File: src/hdl/nco_pkg.sv
// package with register map, field positions and reset values for the oscillator
package nco_pkg;
	localparam logic [3:0] NCO_OFS_ACC_LOW = 4'h0;
	localparam logic [3:0] NCO_OFS_ACC_HIGH = 4'h1;
	localparam logic [3:0] NCO_OFS_ACC_UPPER = 4'h2;
	localparam logic [3:0] NCO_OFS_STEP_LOW = 4'h3;
	localparam logic [3:0] NCO_OFS_STEP_HIGH = 4'h4;
	localparam logic [3:0] NCO_OFS_CONTROL = 4'h5;
	localparam logic [3:0] NCO_OFS_CLK_CFG = 4'h6;
	localparam logic [3:0] NCO_OFS_IRQ = 4'h7;
	localparam int NCO_CTL_EN_BIT = 7;
	localparam int NCO_CTL_OE_BIT = 6;
	localparam int NCO_CTL_OUT_BIT = 5;
	localparam int NCO_CTL_POL_BIT = 4;
	localparam int NCO_CTL_PFM_BIT = 0;
	localparam int NCO_CFG_PWS_LSB = 5;
	localparam int NCO_CFG_CKS_LSB = 0;
	localparam int NCO_IRQ_FLAG_BIT = 0;
	localparam int NCO_IRQ_IE_BIT = 1;
	localparam int NCO_IRQ_PERIPHERAL_IRQ_MASTER_ENABLE_BIT = 2;
	localparam int NCO_IRQ_GIE_BIT = 3;
	localparam logic [19:0] NCO_ACC_RST = 20'h00000;
	localparam logic [15:0] NCO_STEP_RST = 16'h0000;
	localparam logic [7:0] NCO_BYTE_RST = 8'h00;
	localparam logic [2:0] NCO_CKS_FAST_OSC = 3'h0;
	localparam logic [2:0] NCO_CKS_SYS_OSC = 3'h1;
	localparam logic [2:0] NCO_CKS_LOGIC_CELL = 3'h2;
	localparam logic [2:0] NCO_CKS_EXT_PIN = 3'h3;

	typedef struct packed {
		logic [3:0] addr;
		logic [7:0] wdata;
		logic wr;
		logic rd;
	} nco_bus_req_s;

	typedef struct packed {
		logic enable;
		logic pin_oe;
		logic polarity;
		logic pulse_mode;
		logic [2:0] width_sel;
		logic [2:0] clk_sel;
	} nco_cfg_s;
endpackage : nco_pkg

File: src/hdl/nco_top.sv
// numerically controlled oscillator with byte register port and pulse shaping
//
// Contract
// - twenty-bit phase accumulator is core state
// - accumulator readable/writable as three byte registers
// - accumulator adds step on selected clock edge
// - accumulator carry is raw oscillator output
// - sixteen-bit step from low and high bytes
// - hidden step buffer, loaded immediately when disabled
// - enabled: high first, load after low write
// - three-bit select chooses one of four clocks
// - toggle mode flips output on each overflow
// - pulse mode holds output active after overflow
// - pulse goes active on next clock edge
// - three-bit field sets pulse width in periods
// - polarity is final output stage
// - polarity change raises interrupt for transition
// - output readable, routed internally and to pin
// - overflow sets interrupt flag
// - interrupt needs enable, ie, peripheral_irq_master_enable and gie
// - reset clears every register to zero
// - keeps running in sleep while clock runs
// - fast oscillator kept on in sleep when used
// - module enable bit runs or stops oscillator
// - pin driven only when output enable set
// - polarity one active-high, zero active-low
//
// Our own choices: the register offsets and strobed register access.
`timescale 1ns/1ps
module nco_top
	import nco_pkg::*;
#(
	parameter int ACC_W = 20,
	parameter int STEP_W = 16,
	parameter int MAX_WIDTH_SEL = 7
) (
	// clock and reset
	input wire logic core_clk_i,
	input wire logic rst_b_i,
	// register port
	input wire logic [3:0] reg_addr_i,
	input wire logic [7:0] reg_wdata_i,
	input wire logic reg_wr_i,
	input wire logic reg_rd_i,
	output logic [7:0] reg_rdata_o,
	// clock sources, sampled as synchronous inputs
	input wire logic fast_osc_clk_i,
	input wire logic sys_osc_clk_i,
	input wire logic logic_cell_output_i,
	input wire logic ext_clock_input_i,
	// system status
	input wire logic sleep_i,
	// outputs
	output logic nco_out_o,
	output logic pin_out_o,
	output logic pin_oe_o,
	output logic irq_o,
	output logic fast_osc_keep_o
);
	initial begin
		if (ACC_W != 20 || STEP_W != 16 || MAX_WIDTH_SEL < 0 || MAX_WIDTH_SEL > 7) begin
			$error("nco_top: unsupported parameters");
		end
	end

	localparam int CNT_W = 8;

	function automatic logic [CNT_W-1:0] width_periods(input logic [2:0] sel);
		logic [2:0] s;
		s = (sel > 3'(MAX_WIDTH_SEL)) ? 3'(MAX_WIDTH_SEL) : sel;
		width_periods = CNT_W'(1) << s;
	endfunction : width_periods

	function automatic logic sel_reg(input nco_bus_req_s r, input logic [3:0] ofs);
		sel_reg = r.addr == ofs;
	endfunction : sel_reg

	nco_bus_req_s req;
	assign req = '{addr: reg_addr_i, wdata: reg_wdata_i, wr: reg_wr_i, rd: reg_rd_i};

	nco_cfg_s cfg_q;
	logic [ACC_W-1:0] acc_q;
	logic [STEP_W-1:0] step_q;
	logic [STEP_W-1:0] step_buf_q;
	logic step_load_pend_q;
	logic irq_flag_q, irq_ie_q, irq_peripheral_irq_master_enable_q, irq_gie_q;
	logic shaped_q;
	logic [CNT_W-1:0] pulse_cnt_q;
	logic src_q, src_prev_q;
	logic out_level_q;

	// clock select; sources are sampled synchronous inputs
	logic src_sel;
	always_comb begin
		unique case (cfg_q.clk_sel)
			NCO_CKS_FAST_OSC: src_sel = fast_osc_clk_i;
			NCO_CKS_SYS_OSC: src_sel = sys_osc_clk_i;
			NCO_CKS_LOGIC_CELL: src_sel = logic_cell_output_i;
			NCO_CKS_EXT_PIN: src_sel = ext_clock_input_i;
			default: src_sel = 1'b0;
		endcase
	end

	always_ff @(posedge core_clk_i or negedge rst_b_i) begin
		if (!rst_b_i) begin
			src_q <= 1'b0;
			src_prev_q <= 1'b0;
		end else begin
			src_q <= src_sel;
			src_prev_q <= src_q;
		end
	end

	// rising edge of the selected input clock, gated by enable
	logic tick;
	assign tick = cfg_q.enable && src_q && !src_prev_q;

	logic [ACC_W:0] sum;
	assign sum = {1'b0, acc_q} + {{(ACC_W + 1 - STEP_W){1'b0}}, step_buf_q};
	logic overflow;
	assign overflow = tick && sum[ACC_W];

	logic wr_acc_l, wr_acc_h, wr_acc_u, wr_step_l, wr_step_h, wr_ctl, wr_cfg, wr_irq;
	assign wr_acc_l = req.wr && sel_reg(req, NCO_OFS_ACC_LOW);
	assign wr_acc_h = req.wr && sel_reg(req, NCO_OFS_ACC_HIGH);
	assign wr_acc_u = req.wr && sel_reg(req, NCO_OFS_ACC_UPPER);
	assign wr_step_l = req.wr && sel_reg(req, NCO_OFS_STEP_LOW);
	assign wr_step_h = req.wr && sel_reg(req, NCO_OFS_STEP_HIGH);
	assign wr_ctl = req.wr && sel_reg(req, NCO_OFS_CONTROL);
	assign wr_cfg = req.wr && sel_reg(req, NCO_OFS_CLK_CFG);
	assign wr_irq = req.wr && sel_reg(req, NCO_OFS_IRQ);

	// accumulator; software write wins over an addition in the same cycle
	always_ff @(posedge core_clk_i or negedge rst_b_i) begin
		if (!rst_b_i) begin
			acc_q <= NCO_ACC_RST;
		end else if (wr_acc_l) begin
			acc_q[7:0] <= req.wdata;
		end else if (wr_acc_h) begin
			acc_q[15:8] <= req.wdata;
		end else if (wr_acc_u) begin
			acc_q[19:16] <= req.wdata[3:0];
		end else if (tick) begin
			acc_q <= sum[ACC_W-1:0];
		end
	end

	// visible step registers
	always_ff @(posedge core_clk_i or negedge rst_b_i) begin
		if (!rst_b_i) begin
			step_q <= NCO_STEP_RST;
		end else if (wr_step_l) begin
			step_q[7:0] <= req.wdata;
		end else if (wr_step_h) begin
			step_q[15:8] <= req.wdata;
		end
	end

	// hidden step buffer
	always_ff @(posedge core_clk_i or negedge rst_b_i) begin
		if (!rst_b_i) begin
			step_buf_q <= NCO_STEP_RST;
			step_load_pend_q <= 1'b0;
		end else if (!cfg_q.enable) begin
			step_buf_q <= step_q;
			step_load_pend_q <= 1'b0;
		end else if (wr_step_l) begin
			step_load_pend_q <= 1'b1;
		end else if (step_load_pend_q && tick) begin
			step_buf_q <= step_q;
			step_load_pend_q <= 1'b0;
		end
	end

	// control and clock configuration
	always_ff @(posedge core_clk_i or negedge rst_b_i) begin
		if (!rst_b_i) begin
			cfg_q <= '0;
		end else begin
			if (wr_ctl) begin
				cfg_q.enable <= req.wdata[NCO_CTL_EN_BIT];
				cfg_q.pin_oe <= req.wdata[NCO_CTL_OE_BIT];
				cfg_q.polarity <= req.wdata[NCO_CTL_POL_BIT];
				cfg_q.pulse_mode <= req.wdata[NCO_CTL_PFM_BIT];
			end
			if (wr_cfg) begin
				cfg_q.width_sel <= req.wdata[NCO_CFG_PWS_LSB +: 3];
				cfg_q.clk_sel <= req.wdata[NCO_CFG_CKS_LSB +: 3];
			end
		end
	end

	// shaping: toggle or stretched pulse, active-high before polarity
	always_ff @(posedge core_clk_i or negedge rst_b_i) begin
		if (!rst_b_i) begin
			shaped_q <= 1'b0;
			pulse_cnt_q <= '0;
		end else if (!cfg_q.pulse_mode) begin
			pulse_cnt_q <= '0;
			if (overflow) begin
				shaped_q <= !shaped_q;
			end
		end else if (overflow) begin
			shaped_q <= 1'b1;
			pulse_cnt_q <= width_periods(cfg_q.width_sel);
		end else if (tick && shaped_q) begin
			if (pulse_cnt_q <= CNT_W'(1)) begin
				shaped_q <= 1'b0;
				pulse_cnt_q <= '0;
			end else begin
				pulse_cnt_q <= pulse_cnt_q - CNT_W'(1);
			end
		end
	end

	// polarity stage
	logic level_d;
	assign level_d = cfg_q.polarity ? shaped_q : !shaped_q;

	always_ff @(posedge core_clk_i or negedge rst_b_i) begin
		if (!rst_b_i) begin
			out_level_q <= 1'b0;
			nco_out_o <= 1'b0;
			pin_out_o <= 1'b0;
			pin_oe_o <= 1'b0;
		end else begin
			out_level_q <= level_d;
			nco_out_o <= level_d;
			pin_out_o <= level_d;
			pin_oe_o <= cfg_q.pin_oe;
		end
	end

	// output transition caused by a polarity change
	logic pol_change_q;
	always_ff @(posedge core_clk_i or negedge rst_b_i) begin
		if (!rst_b_i) begin
			pol_change_q <= 1'b0;
		end else begin
			pol_change_q <= wr_ctl && (req.wdata[NCO_CTL_POL_BIT] != cfg_q.polarity);
		end
	end

	logic irq_event;
	assign irq_event = overflow || (pol_change_q && irq_ie_q && (out_level_q != level_d));

	// interrupt flag and enables; a set wins over a software clear
	always_ff @(posedge core_clk_i or negedge rst_b_i) begin
		if (!rst_b_i) begin
			irq_flag_q <= 1'b0;
			irq_ie_q <= 1'b0;
			irq_peripheral_irq_master_enable_q <= 1'b0;
			irq_gie_q <= 1'b0;
		end else begin
			if (wr_irq) begin
				irq_ie_q <= req.wdata[NCO_IRQ_IE_BIT];
				irq_peripheral_irq_master_enable_q <= req.wdata[NCO_IRQ_PERIPHERAL_IRQ_MASTER_ENABLE_BIT];
				irq_gie_q <= req.wdata[NCO_IRQ_GIE_BIT];
			end
			if (irq_event) begin
				irq_flag_q <= 1'b1;
			end else if (wr_irq) begin
				irq_flag_q <= req.wdata[NCO_IRQ_FLAG_BIT];
			end
		end
	end

	always_ff @(posedge core_clk_i or negedge rst_b_i) begin
		if (!rst_b_i) begin
			irq_o <= 1'b0;
			fast_osc_keep_o <= 1'b0;
		end else begin
			irq_o <= irq_flag_q && cfg_q.enable && irq_ie_q && irq_peripheral_irq_master_enable_q && irq_gie_q;
			fast_osc_keep_o <= sleep_i && cfg_q.enable && (cfg_q.clk_sel == NCO_CKS_FAST_OSC);
		end
	end

	// read port; unmapped addresses read zero
	always_ff @(posedge core_clk_i or negedge rst_b_i) begin
		if (!rst_b_i) begin
			reg_rdata_o <= NCO_BYTE_RST;
		end else if (req.rd) begin
			unique case (req.addr)
				NCO_OFS_ACC_LOW: reg_rdata_o <= acc_q[7:0];
				NCO_OFS_ACC_HIGH: reg_rdata_o <= acc_q[15:8];
				NCO_OFS_ACC_UPPER: reg_rdata_o <= {4'h0, acc_q[19:16]};
				NCO_OFS_STEP_LOW: reg_rdata_o <= step_q[7:0];
				NCO_OFS_STEP_HIGH: reg_rdata_o <= step_q[15:8];
				NCO_OFS_CONTROL: reg_rdata_o <= {cfg_q.enable, cfg_q.pin_oe, out_level_q, cfg_q.polarity,
					3'h0, cfg_q.pulse_mode};
				NCO_OFS_CLK_CFG: reg_rdata_o <= {cfg_q.width_sel, 2'h0, cfg_q.clk_sel};
				NCO_OFS_IRQ: reg_rdata_o <= {4'h0, irq_gie_q, irq_peripheral_irq_master_enable_q, irq_ie_q, irq_flag_q};
				default: reg_rdata_o <= NCO_BYTE_RST;
			endcase
		end else begin
			reg_rdata_o <= NCO_BYTE_RST;
		end
	end
endmodule : nco_top

File: config.mk
export PLATFORM = sky130hd
export DESIGN_NAME = nco_top
export DESIGN_NICKNAME = d
export VERILOG_FILES = /design/src/hdl/nco_pkg.sv /design/src/hdl/nco_top.sv
export SDC_FILE = /design/constraint.sdc
export NUM_CORES = 1
export LEC_CHECK = 0
export BUFFER_PORTS_ARGS = -buffer_cell sky130_fd_sc_hd__buf_2
export CAP_MARGIN = 20
export CELL_PAD_IN_SITES_DETAIL_PLACEMENT = 0
export CELL_PAD_IN_SITES_GLOBAL_PLACEMENT = 2
export CORE_MARGIN = 8
export CORE_UTILIZATION = 30
export CTS_BUF_LIST = sky130_fd_sc_hd__clkbuf_4 sky130_fd_sc_hd__clkbuf_8 sky130_fd_sc_hd__clkbuf_16
export DETAILED_ROUTE_END_ITERATION = 16
export PLACE_DENSITY_LB_ADDON = 0.12
export SETUP_SLACK_MARGIN = 0.3
export SYNTH_ARGS = -nofsm -noshare
export SYNTH_HDL_FRONTEND = slang
export SYNTH_SLANG_ARGS = --single-unit
export TNS_END_PERCENT = 50
File: constraint.sdc
create_clock -name core_clk_i -period 3.1 [get_ports core_clk_i]
set_input_delay 0.155 -clock core_clk_i [delete_from_list [all_inputs] [get_ports core_clk_i]]
set_output_delay 0.155 -clock core_clk_i [all_outputs]
set_load 0.03 [all_outputs]
==> results of run 1 <==
[power by group]
group          internal [uW]  switching, uW  leakage [uW]
Sequential              1520            391       0.00113
Clock                    578            497      0.000140
Combinational            998           1320       0.00137
Total                   3090           2210       0.00264
[path summary, 6_finish.rpt]
path | to | cells after the start
setup reg to reg | pulse_cnt_q[1] | 8
setup / recovery | pulse_cnt_q[1] | 8
hold / removal | fast_osc_keep_o | 2
min in group asynchronous | step_buf_q[10] | 2
hold reg to reg | src_prev_q | 0
max in group asynchronous | step_q[0] | 3
[per-stage QoR]
| stage | cells | area (um^2) | hold slack, ns | utilization |
|---|---|---|---|---|
| after global routing | 763 | 5980 | 0.0934 | 0.346 |
| after floorplan | 502 | 5310 | -0.141 | - |
| after CTS | 763 | 5980 | 0.0808 | 0.345 |
| after global placement | 746 | 5680 | 0.246 | 0.329 |
| after detailed placement | 746 | 5680 | 0.240 | 0.329 |
| final | 763 | 5980 | 0.102 | 0.346 |
[cell families after synthesis]
family          synth area share
simple gates               0.152
compound gates             0.157
flops                      0.429
mux                        0.169
buf+inv                   0.0240
fa+ha+maj                 0.0462
xor+xnor                  0.0231
[state kept, by name, indices dropped and copies added, names as in the netlist, 8 cells and up]
register,count
pulse_cnt_q,8
cfg_q,10
step_q,16
acc_q,20
reg_rdata_o,8
step_buf_q,16
[routing by layer]
metal	vias to the layer above	GRT usage
li1	1935	-
met1	2026	0.208
met2	62	0.252
met3	11	0.0279
met4	0	0.0389
met5	-	0
[layout make-up]
type                            count  area share
Multi-Input combinational cell    388       0.487
Sequential cell                    91       0.381
Tap cell                          225      0.0471
Clock buffer                       11      0.0412
Timing Repair Buffer               39      0.0360
Clock inverter                      5     0.00586
Inverter                            4     0.00251
[what timing repair did]
item	CTS	global route
hold buffers	1	0
setup endpoints to repair	0	10
hold endpoints to repair	45	0
resized for setup	0	1
[worst max-delay path, cell delays in order, from the launching register on]
cell and delay [ns]:
dfrtp_1 0.40, ha_1 0.25, fa_1 0.46, a211oi_2 0.33
or3_4 0.23, a31oi_4 0.11, o21ai_1 0.26, buf_4 0.25
mux2i_1 0.20
[cell usage in the layout (no fill, tap or decap), types with 10 or more instances in the layout]
master / Yosys / layout
ha_1: 18 / 18
dfrtp_1: 91 / 91
mux2i_1: 24 / 24
nand3_1: 14 / 14
nand2_1: 37 / 37
xnor2_1: 10 / 10
o21ai_0: 23 / 23
a21oi_1: 38 / 38
buf_2: 3 / 32
mux2_2: 47 / 47
nor2_1: 45 / 45
==> results.md, run 1 <==
- Post-CTS Setup Repair Bufs: 0
- Setup TNS: 0 ns
- Top cells by count, synth: dfrtp_1 (91), mux2_2 (47), nor2_1 (45), a21oi_1 (38), nand2_1 (37)
- Place WS: between 0.4 and 0.5 ns
- Max_slew headroom: 0.480
- Mapped Area: around 0.0053 mm^2
- DR DRC count: 0
- CP Max Fanout: 9
- Post-layout minimum cycle time: between 2 and 3 ns
- Max layer used: met4
- Area Overhead vs Synth: 12.6%
- Routed len/inst: 21.8 um
- Clock latency on the worst-skew pair: roughly 0.35 ns
- Maximum clock path buffer count: 2
- FF+latch count, synth: 91
- Net count, final: approximately 570
- CTS tree: built
- Global route overflow: 0
- Hold Path Origin: sleep_i
- Predominant post-synthesis flop cell: dfrtp_1
- Post-synth top area cell: dfrtp_1
- Die height: 149 um
- Final Skew: around 0.0072 ns
- IO Pins: 34
- Multi-input logic area: between 0.002 and 0.003 mm^2
- Largest net degree at the start of global routing: 48
- Root Buffer: clkbuf_16
- Number of enable flip-flop cells after synthesis: 0
- Starting Density: 0.307
- Syn avg cell area: between 10 and 15 um^2
- Main area contributors after synthesis: dfrtp_1 (43%), mux2_2 (10%), mux2i_1 (4.5%), ha_1 (4.2%), a21oi_1 (3.6%)
- Rows: 48
- Routability cong.: roughly 0.82
- RSZ-0062 raised after global routing: no
- PD cells: between 800 and 900 mW/mm^2
- Worst R2R Setup Slack: 0.53 ns
- Top cell type's share of synthesized area: 0.429
- Final worst slack: between 0.5 and 0.6 ns
- Post-route ant nets: 0
- Sink Count: just over 90
- Async SR Flop Fraction: 1.00
- Slew at the pin closest to its max-slew limit: between 0.7 and 0.8 ns
- Initial antenna violation count: 0
- Total length of routed met2 wires: between 8 and 9 mm
- Detail Placement HPWL: 12.5 mm
- Distinct cell type count after synthesis: slightly below 70
- Post-synthesis sequential area ratio: 0.429
- Count leader, synth: dfrtp_1
- Worst hold path class: input port to flop
- Total Routed Length: ~17 mm
- CP Launch Type: flop
- Register area: between 0.002 and 0.0025 mm^2
- Kind of critical path: flop to flop
- Vias/cell: 5.29
- Endpoints failing setup: 0
- Violation count after the first detailed-route iteration: approximately 250
- RR Startpoint: acc_q[0]
- Fin. max-slew vios: 0
- Core area: between 0.015 and 0.02 mm^2
- Syn Inst Count: 502
- WP data arrival: ~2.8 ns
- Fmax: 390 MHz
- YS warnings: 0
- Routed wl met3: ~530 um
- First-pass GRT wire length: 25.8 mm
- Post-route clock period utilization: 0.828
- Die X: around 150 um
- Drt first pass iters: 4
- Pleak: about 0.0026 uW
- Max-cap violations: 0
- Met1 wire length: between 7 and 8 mm
- CTS buffer count: 9
- Worst setup EP type: flop
- CTS HTree Levels: 3
- Worst setup startpoint: acc_q[0]
- N_diodes: 0
- Die ar.: approximately 0.022 mm^2
- Via Count: slightly above 4000
- Vias in the first global route: slightly above 4000
- Syn nets: 542
- Outcome: complete, no violations
- Final hold violation count: 0
- PortBufs: 33
- CTS clock-pin slew for the worst setup and hold paths: 0.07 ns
- Total power: 5300 uW
- Peak VDD IR: between 0.0003 and 0.0004 V
- Layout cells sized above 1: 0.217
- Global Route Usage Sum: 0.155
- Fill cells: between 1500 and 2000
- Worst Path Required: around 3.4 ns
No activity file was read; power rests on OpenSTA's default activity.
==> run 2, diff against run 1 <==
- ABC_AREA: not set -> 1
- clock period: 3.1 -> 2.67 ns (I/O delays scaled with it)
==> run 2 against run 1 <==
Against the previous run: sequential power increased by 7%; design area increased by 6.4%; utilization increased by 0.59 points; synthesized area increased by 4.5%; power increased by 9.1%.
==> results.md, run 2 <==
- Fill cells: between 1500 and 2000
- CTS clock-pin slew for the worst setup and hold paths: 0.08 ns
- Worst Path Required: between 2 and 3 ns
- Worst hold path class: input port to flop
- Fin. max-slew vios: 0
- Rows: 49
- Syn nets: ~800
- Maximum clock path buffer count: 2
- Max-cap violations: 0
- Worst setup EP type: flop
- Total length of routed met2 wires: 8.29 mm
- RR Startpoint: acc_q[0]
- Commonest non-fill, non-tap cells in the layout: nand2_1 (247), inv_1 (96), dfrtp_1 (91), o21ai_0 (61), nor2_1 (51)
- Post-layout minimum cycle time: approximately 2.2 ns
- CP cell instances: ha_1 -> fa_2 -> nand3_1 -> nand3_2 -> nand2_1 -> nand2_1 -> nand2_1 -> nand2_4 -> o21ai_0 -> nand2_1 -> o21ai_0 -> inv_1
- PD cells: roughly 900 mW/mm^2
- Worst setup startpoint: acc_q[0]
- WP data arrival: ~2.4 ns
- RSZ-0062 raised after global routing: no
- Root Buffer: clkbuf_16
- Core area: 0.0181 mm^2
- Clock latency on the worst-skew pair: between 0.3 and 0.4 ns
- CTS HTree Levels: 3
- CP Max Fanout: 4
- CP Launch Type: flop
- Vias/cell: roughly 5
- Final worst slack: about 0.51 ns
- Hold Path Origin: reg_wdata_i[3]
- Top cell type's share of synthesized area: 0.410
- Distinct cell type count after synthesis: between 40 and 50
- Die ar.: approximately 0.023 mm^2
- Top cells by count, synth: nand2_1 (247), inv_1 (96), dfrtp_1 (91), o21ai_0 (61), nor2_1 (51)
- Initial antenna violation count: 0
- Predominant post-synthesis flop cell: dfrtp_1
- Layout cells sized above 1: 0.119
- Outcome: complete, no violations
- Place WS: roughly 0.36 ns
- Sink Count: ~90
- Post-route ant nets: 0
- Fmax: 464 MHz
- CTS tree: built
- Die height: between 150 and 200 um
- Final Skew: ~0.0088 ns
- Most frequent CP cell: nand2_1
- PortBufs: 33
- Multi-input logic area: between 0.002 and 0.003 mm^2
- Final non-filler cell total: approximately 1000
- Crit-path slowest cell: fa_2
- Routed wl met3: ~670 um
- Met1 wire length: between 9 and 10 mm
- Top reg by flops: acc_q
- Die X: roughly 150 um
- Kind of critical path: flop to flop
- Register area: 0.00228 mm^2
- Post-synthesis sequential area ratio: 0.410
- YS warnings: 0
- Slew at the pin closest to its max-slew limit: between 0.6 and 0.7 ns
- Violation count after the first detailed-route iteration: ~390
- Count leader, synth: nand2_1
- Endpoints failing setup: 0
- Peak VDD IR: between 0.0003 and 0.0004 V
- DR DRC count: 0
- Syn avg cell area: 7.45 um^2
- Number of enable flip-flop cells after synthesis: 0
- Area Overhead vs Synth: 14.6%
- Net count, final: between 800 and 900
- Placed Instances: 1000
- Post-synth top area cell: dfrtp_1
- Starting Density: 0.307
- N_diodes: 0
- Most common cell after layout, fill and taps aside: nand2_1
- Drt first pass iters: 5
- Top flop regs: acc_q x20, step_buf_q x16, step_q x16
- Max_slew headroom: 0.578
- Largest register FFs: 20
- Routability cong.: 0.853
- Main area contributors after synthesis: dfrtp_1 (41%), nand2_1 (17%), inv_1 (6.5%), o21ai_0 (5.5%), nand3_1 (4.3%)
- Vias in the first global route: around 5000
- IO Pins: 34
- Syn Inst Count: 745
- Setup TNS: 0 ns
- Detail Placement HPWL: 14.5 mm
- CP peak stage delay: about 0.39 ns
- Largest net degree at the start of global routing: between 50 and 60
- FF+latch count, synth: just over 90
- First-pass GRT wire length: approximately 29 mm
- Max layer used: met4
- Total Routed Length: roughly 19 mm
- Global Route Usage Sum: 0.162
- CTS buffer count: 9
- Via Count: approximately 5000
- Global route overflow: 0
- Routed len/inst: roughly 18 um
- Async SR Flop Fraction: 1.00
- Final hold violation count: 0
- Post-route clock period utilization: 0.808
- Mapped Area: about 0.0056 mm^2
- Pleak: 0.00337 uW
run 2: cell count changes after synthesis, sizes merged, moves of 7 or more:
cell	previous run	this run
a22oi	8	0
a211oi	8	1
nand3	14	52
mux2i	24	0
nor2	47	55
inv	4	99
xnor2	10	2
o21ai	25	64
nand2	38	252
mux2	48	16
run 2: routing by layer:
| layer | vias to the layer above | GRT usage |
|---|---|---|
| met5 | - | 0 |
| met4 | 0 | 0.0357 |
| met3 | 15 | 0.0295 |
| met2 | 104 | 0.258 |
| met1 | 2363 | 0.225 |
| li1 | 2487 | - |
run 2: layout make-up:
type	instances	area share
multi-input cells	545	0.451
flip-flops and latches	91	0.358
inverters	99	0.0584
well taps	229	0.0450
clock buffers	9	0.0354
repair buffers	38	0.0346
clock inverters	7	0.0173
run 2: cell families (layout without fill, tap and decap cells):
group                    count (synthesis)  count (layout)  synth area share
AND/OR/NAND/NOR                        379             380             0.293
AO/OA/AOI/OAI                          120             120             0.119
flip-flops                              91              91             0.410
XOR/XNOR                                10              10            0.0158
buffers and inverters                  110             153            0.0793
multiplexers                            16              16            0.0385
adder cells (fa/ha/maj)                 19              19            0.0442
run 2: worst paths after layout:
kind / end / depth (start not counted) / slack [ns]
min in group asynchronous: step_load_pend_q / 2 / 0.29
worst min register to register: pin_oe_o / 0 / 0.41
worst max-delay path: acc_q[16] / 12 / 0.51
worst min-delay path: irq_gie_q / 3 / 0.02
worst max register to register: acc_q[16] / 12 / 0.51
max in group asynchronous: acc_q[15] / 3 / 1.69
run 2: timing repair:
| item | in CTS | in global routing |
|---|---|---|
| endpoints found under the setup margin | 0 | 9 |
| resized for setup | 0 | 4 |
| setup buffers | 0 | 0 |
| hold buffers | 1 | 0 |
| endpoints found under the hold margin | 34 | 0 |
run 2: worst max-delay path: cells and delay by family, from the launching register on:
kind / cells / cell delay [ns]
compound gates: 2 / 0.27
flops: 1 / 0.38
fa+ha+maj: 2 / 0.65
buf+inv: 1 / 0.06
simple gates: 7 / 0.69
run 2: where the power goes:
group          total [uW]  internal (uW)  switching (uW)
clock                1460            842             620
combinational        2280            797            1480
sequential           2050           1710             331
total                5780           3350            2430
run 2: per-stage QoR:
step	power [uW]	hold WS [ns]	area (um^2)	utilization
after floorplan	3560	-0.162	5550	-
after global placement	4320	0.126	5980	0.331
after detailed placement	4310	0.130	5980	0.331
after CTS	5790	0.0133	6320	0.350
after global routing	6240	0.0215	6360	0.352
final	5780	0.0179	6360	0.352
==> run 3, diff against run 2 <==
- ABC_AREA: 1 -> 0
- clock period: 2.67 -> 2 ns (I/O delays scaled with it)
==> run 3 against run 2 <==
Against the previous run: the flow now finishes with violations (setup timing); critical endpoint is now shaped_q; utilization up 6.0 points; sequential power grew 42%; largest cell class unchanged; clock power grew 8%; combinational power grew to 2.6 times the previous value; register-to-register slack worse by 0.78 ns; critical path type unchanged; via count fell by 12%; clock-buffer cell count unchanged; largest power group unchanged.
==> results.md, run 3 (same netlist as run 1, synthesis figures left out) <==
- WHS: about 0.026 ns
- Core area: 0.0173 mm^2
- CP Max Fanout: 4
- Final worst slack: -0.270 ns
- Final Skew: between 0.01 and 0.015 ns
- Final non-filler cell total: approximately 850
- Largest register FFs: 20
- P_sw: between 4000 and 5000 uW
- Post-layout minimum cycle time: about 2.3 ns
- Slew at the pin closest to its max-slew limit: between 0.9 and 1 ns
- CTS buffer count: 9
- CTS HTree Levels: 3
- Internal power: between 6000 and 7000 uW
- Util after Layout: 0.412
- Buf/Inv on CP: 1
- Routed len/inst: between 20 and 25 um
- Place WS: -0.380 ns
- Die X: 149 um
- Worst hold path class: input port to flop
- Reg2Reg Depth: 8
- Placed Instances: roughly 830
- Top flop regs: acc_q x20, step_buf_q x16, step_q x16
- Endpoints failing setup: 22
- Cell area after layout: ~0.0071 mm^2
- First-pass GRT wire length: approximately 27 mm
- Net count, final: 663
- CTS clock-pin slew for the worst setup and hold paths: 0.07 ns
- Clock latency on the worst-skew pair: approximately 0.35 ns
- DP Area: around 0.0064 mm^2
- CP peak stage delay: around 0.4 ns
- Peak VDD IR: 0.000538 V
- Total Routed Length: about 18 mm
- Area Overhead vs Synth: 34.2%
- Worst setup EP type: flop
- Final hold violation count: 0
- Via Count: 4350
- Rows: 48
- Fmax: ~440 MHz
- N_diodes: 0
- Sequential share of power: 0.277
- Vias/cell: roughly 5
- Pleak: ~0.0032 uW
- Maximum clock path buffer count: 2
- Logic pwr share: 0.573
- Worst setup startpoint: step_buf_q[0]
- Top reg by flops: acc_q
- Hold Path Origin: sleep_i
- Layout cells sized above 1: 0.394
- PortBufs: 33
- Global route overflow: 0
- Post-route ant nets: 0
- Worst Setup EP: shaped_q
- Die height: approximately 150 um
- Vias in the first global route: approximately 4600
- Max-cap violations: 0
- Worst Path Required: 2.23 ns
- Die ar.: around 0.022 mm^2
- CP Launch Type: flop
- Switching part of the total: 0.395
- RSZ-0062 raised after global routing: yes
- DR DRC count: 0
- Worst R2R Setup Slack: -0.27 ns
- PD cells: about 1500 mW/mm^2
- CP cell instances: ha_4 -> fa_2 -> a211oi_4 -> or3_4 -> a31oi_4 -> o21ai_2 -> buf_6 -> mux2_4
- Kind of critical path: flop to flop
- Max_slew headroom: 0.339
- Root Buffer: clkbuf_16
- RR Startpoint: step_buf_q[0]
- IO Pins: 34
- Sink Count: 91
- CP Depth: 8
- Violation count after the first detailed-route iteration: around 280
- CP top delay family: adder cells
- Fin. max-slew vios: 0
- Routability cong.: about 0.85
- Most common cell after layout, fill and taps aside: dfrtp_1
- Post-route clock period utilization: 1.14
- WP data arrival: between 2 and 3 ns
- Drt first pass iters: 4
- CTS tree: built
- Initial antenna violation count: 1
- Largest net degree at the start of global routing: 33
- Crit-path slowest cell: dfrtp_1
- Starting Density: 0.307
- Global Route Usage Sum: 0.164
- FF-to-FF End: shaped_q
- Outcome: finished, violations left
- Commonest non-fill, non-tap cells in the layout: dfrtp_1 (91), buf_4 (82), nor2_1 (43), nand2_1 (34), mux2_2 (34)
- Clock power frac: 0.150
- Detail Placement HPWL: between 10 and 15 mm
- Violated checks: setup timing
-- run 3: cell count changes in the layout (fill, tap and decap cells not counted), moves of 9 or more --
cell | before | now
ha_1 | 18 | 9
o21ai_0 | 61 | 15
nand3_1 | 48 | 13
mux2i_1 | 0 | 23
mux2_2 | 7 | 34
buf_4 | 4 | 82
inv_1 | 96 | 4
nand2_1 | 247 | 34
-- run 3: power by group through the flow --
stage / logic [uW] / clock network [uW] / registers, uW
after floorplan: 2750 / 0 / 2750
after global placement: 4920 / 0 / 2860
after detailed placement: 4920 / 0 / 2880
after CTS: 5390 / 1620 / 2880
after global routing: 6540 / 1690 / 2990
final: 6030 / 1570 / 2920
-- run 3: stage by stage --
| stage | total power (uW) | setup TNS, ns |
|---|---|---|
| floorplan | 5500 | -1.15 |
| global placement | 7790 | -5.91 |
| detailed placement | 7790 | -5.79 |
| CTS | 9880 | -4.48 |
| global route | 11200 | -6.04 |
| finish | 10500 | -3.79 |
-- run 3: worst reg2reg max path, cell delays in order, from the launching register on --
cell      delay [ns]
dfrtp_1         0.41
ha_4            0.19
fa_2            0.39
a211oi_4        0.24
or3_4           0.19
a31oi_4         0.11
o21ai_2         0.18
buf_6           0.15
mux2_4          0.29
-- run 3: worst min-delay path by stage --
| stage | to | cells after the start |
|---|---|---|
| 2_1_floorplan | acc_q[0] | 0 |
| 3_3_place_gp | step_buf_q[9] | 1 |
| 3_5_place_dp | step_q[9] | 1 |
| 4_1_cts | fast_osc_keep_o | 2 |
| 5_1_grt | fast_osc_keep_o | 2 |
| 6_report | fast_osc_keep_o | 2 |
-- run 3: layout make-up --
type | count | area (um^2)
timing repair buffer | 129 | 1010
sequential | 91 | 2280
clock inverter | 6 | 40.0
tap | 225 | 282
fill | 1714 | 10200
multi-input combinational | 388 | 3280
clock buffer | 9 | 225
inverter | 4 | 15.0
-- run 3: timing repair --
item / in CTS / in global routing
setup buffers: 4 / 3
endpoints found under the hold margin: 30 / 0
setup endpoints to repair: 42 / 47
pin swaps: 13 / 25
cloned: 0 / 1
hold buffers: 1 / 0
resized for setup: 34 / 42
-- run 3: per-layer routing --
layer / global-route usage / vias to the layer above / wire, um
met5: 0 / - / 0
met4: 0.0475 / 0 / 265
met3: 0.0285 / 14 / 677
met2: 0.266 / 82 / 8630
met1: 0.221 / 2151 / 8380
li1: - / 2103 / -
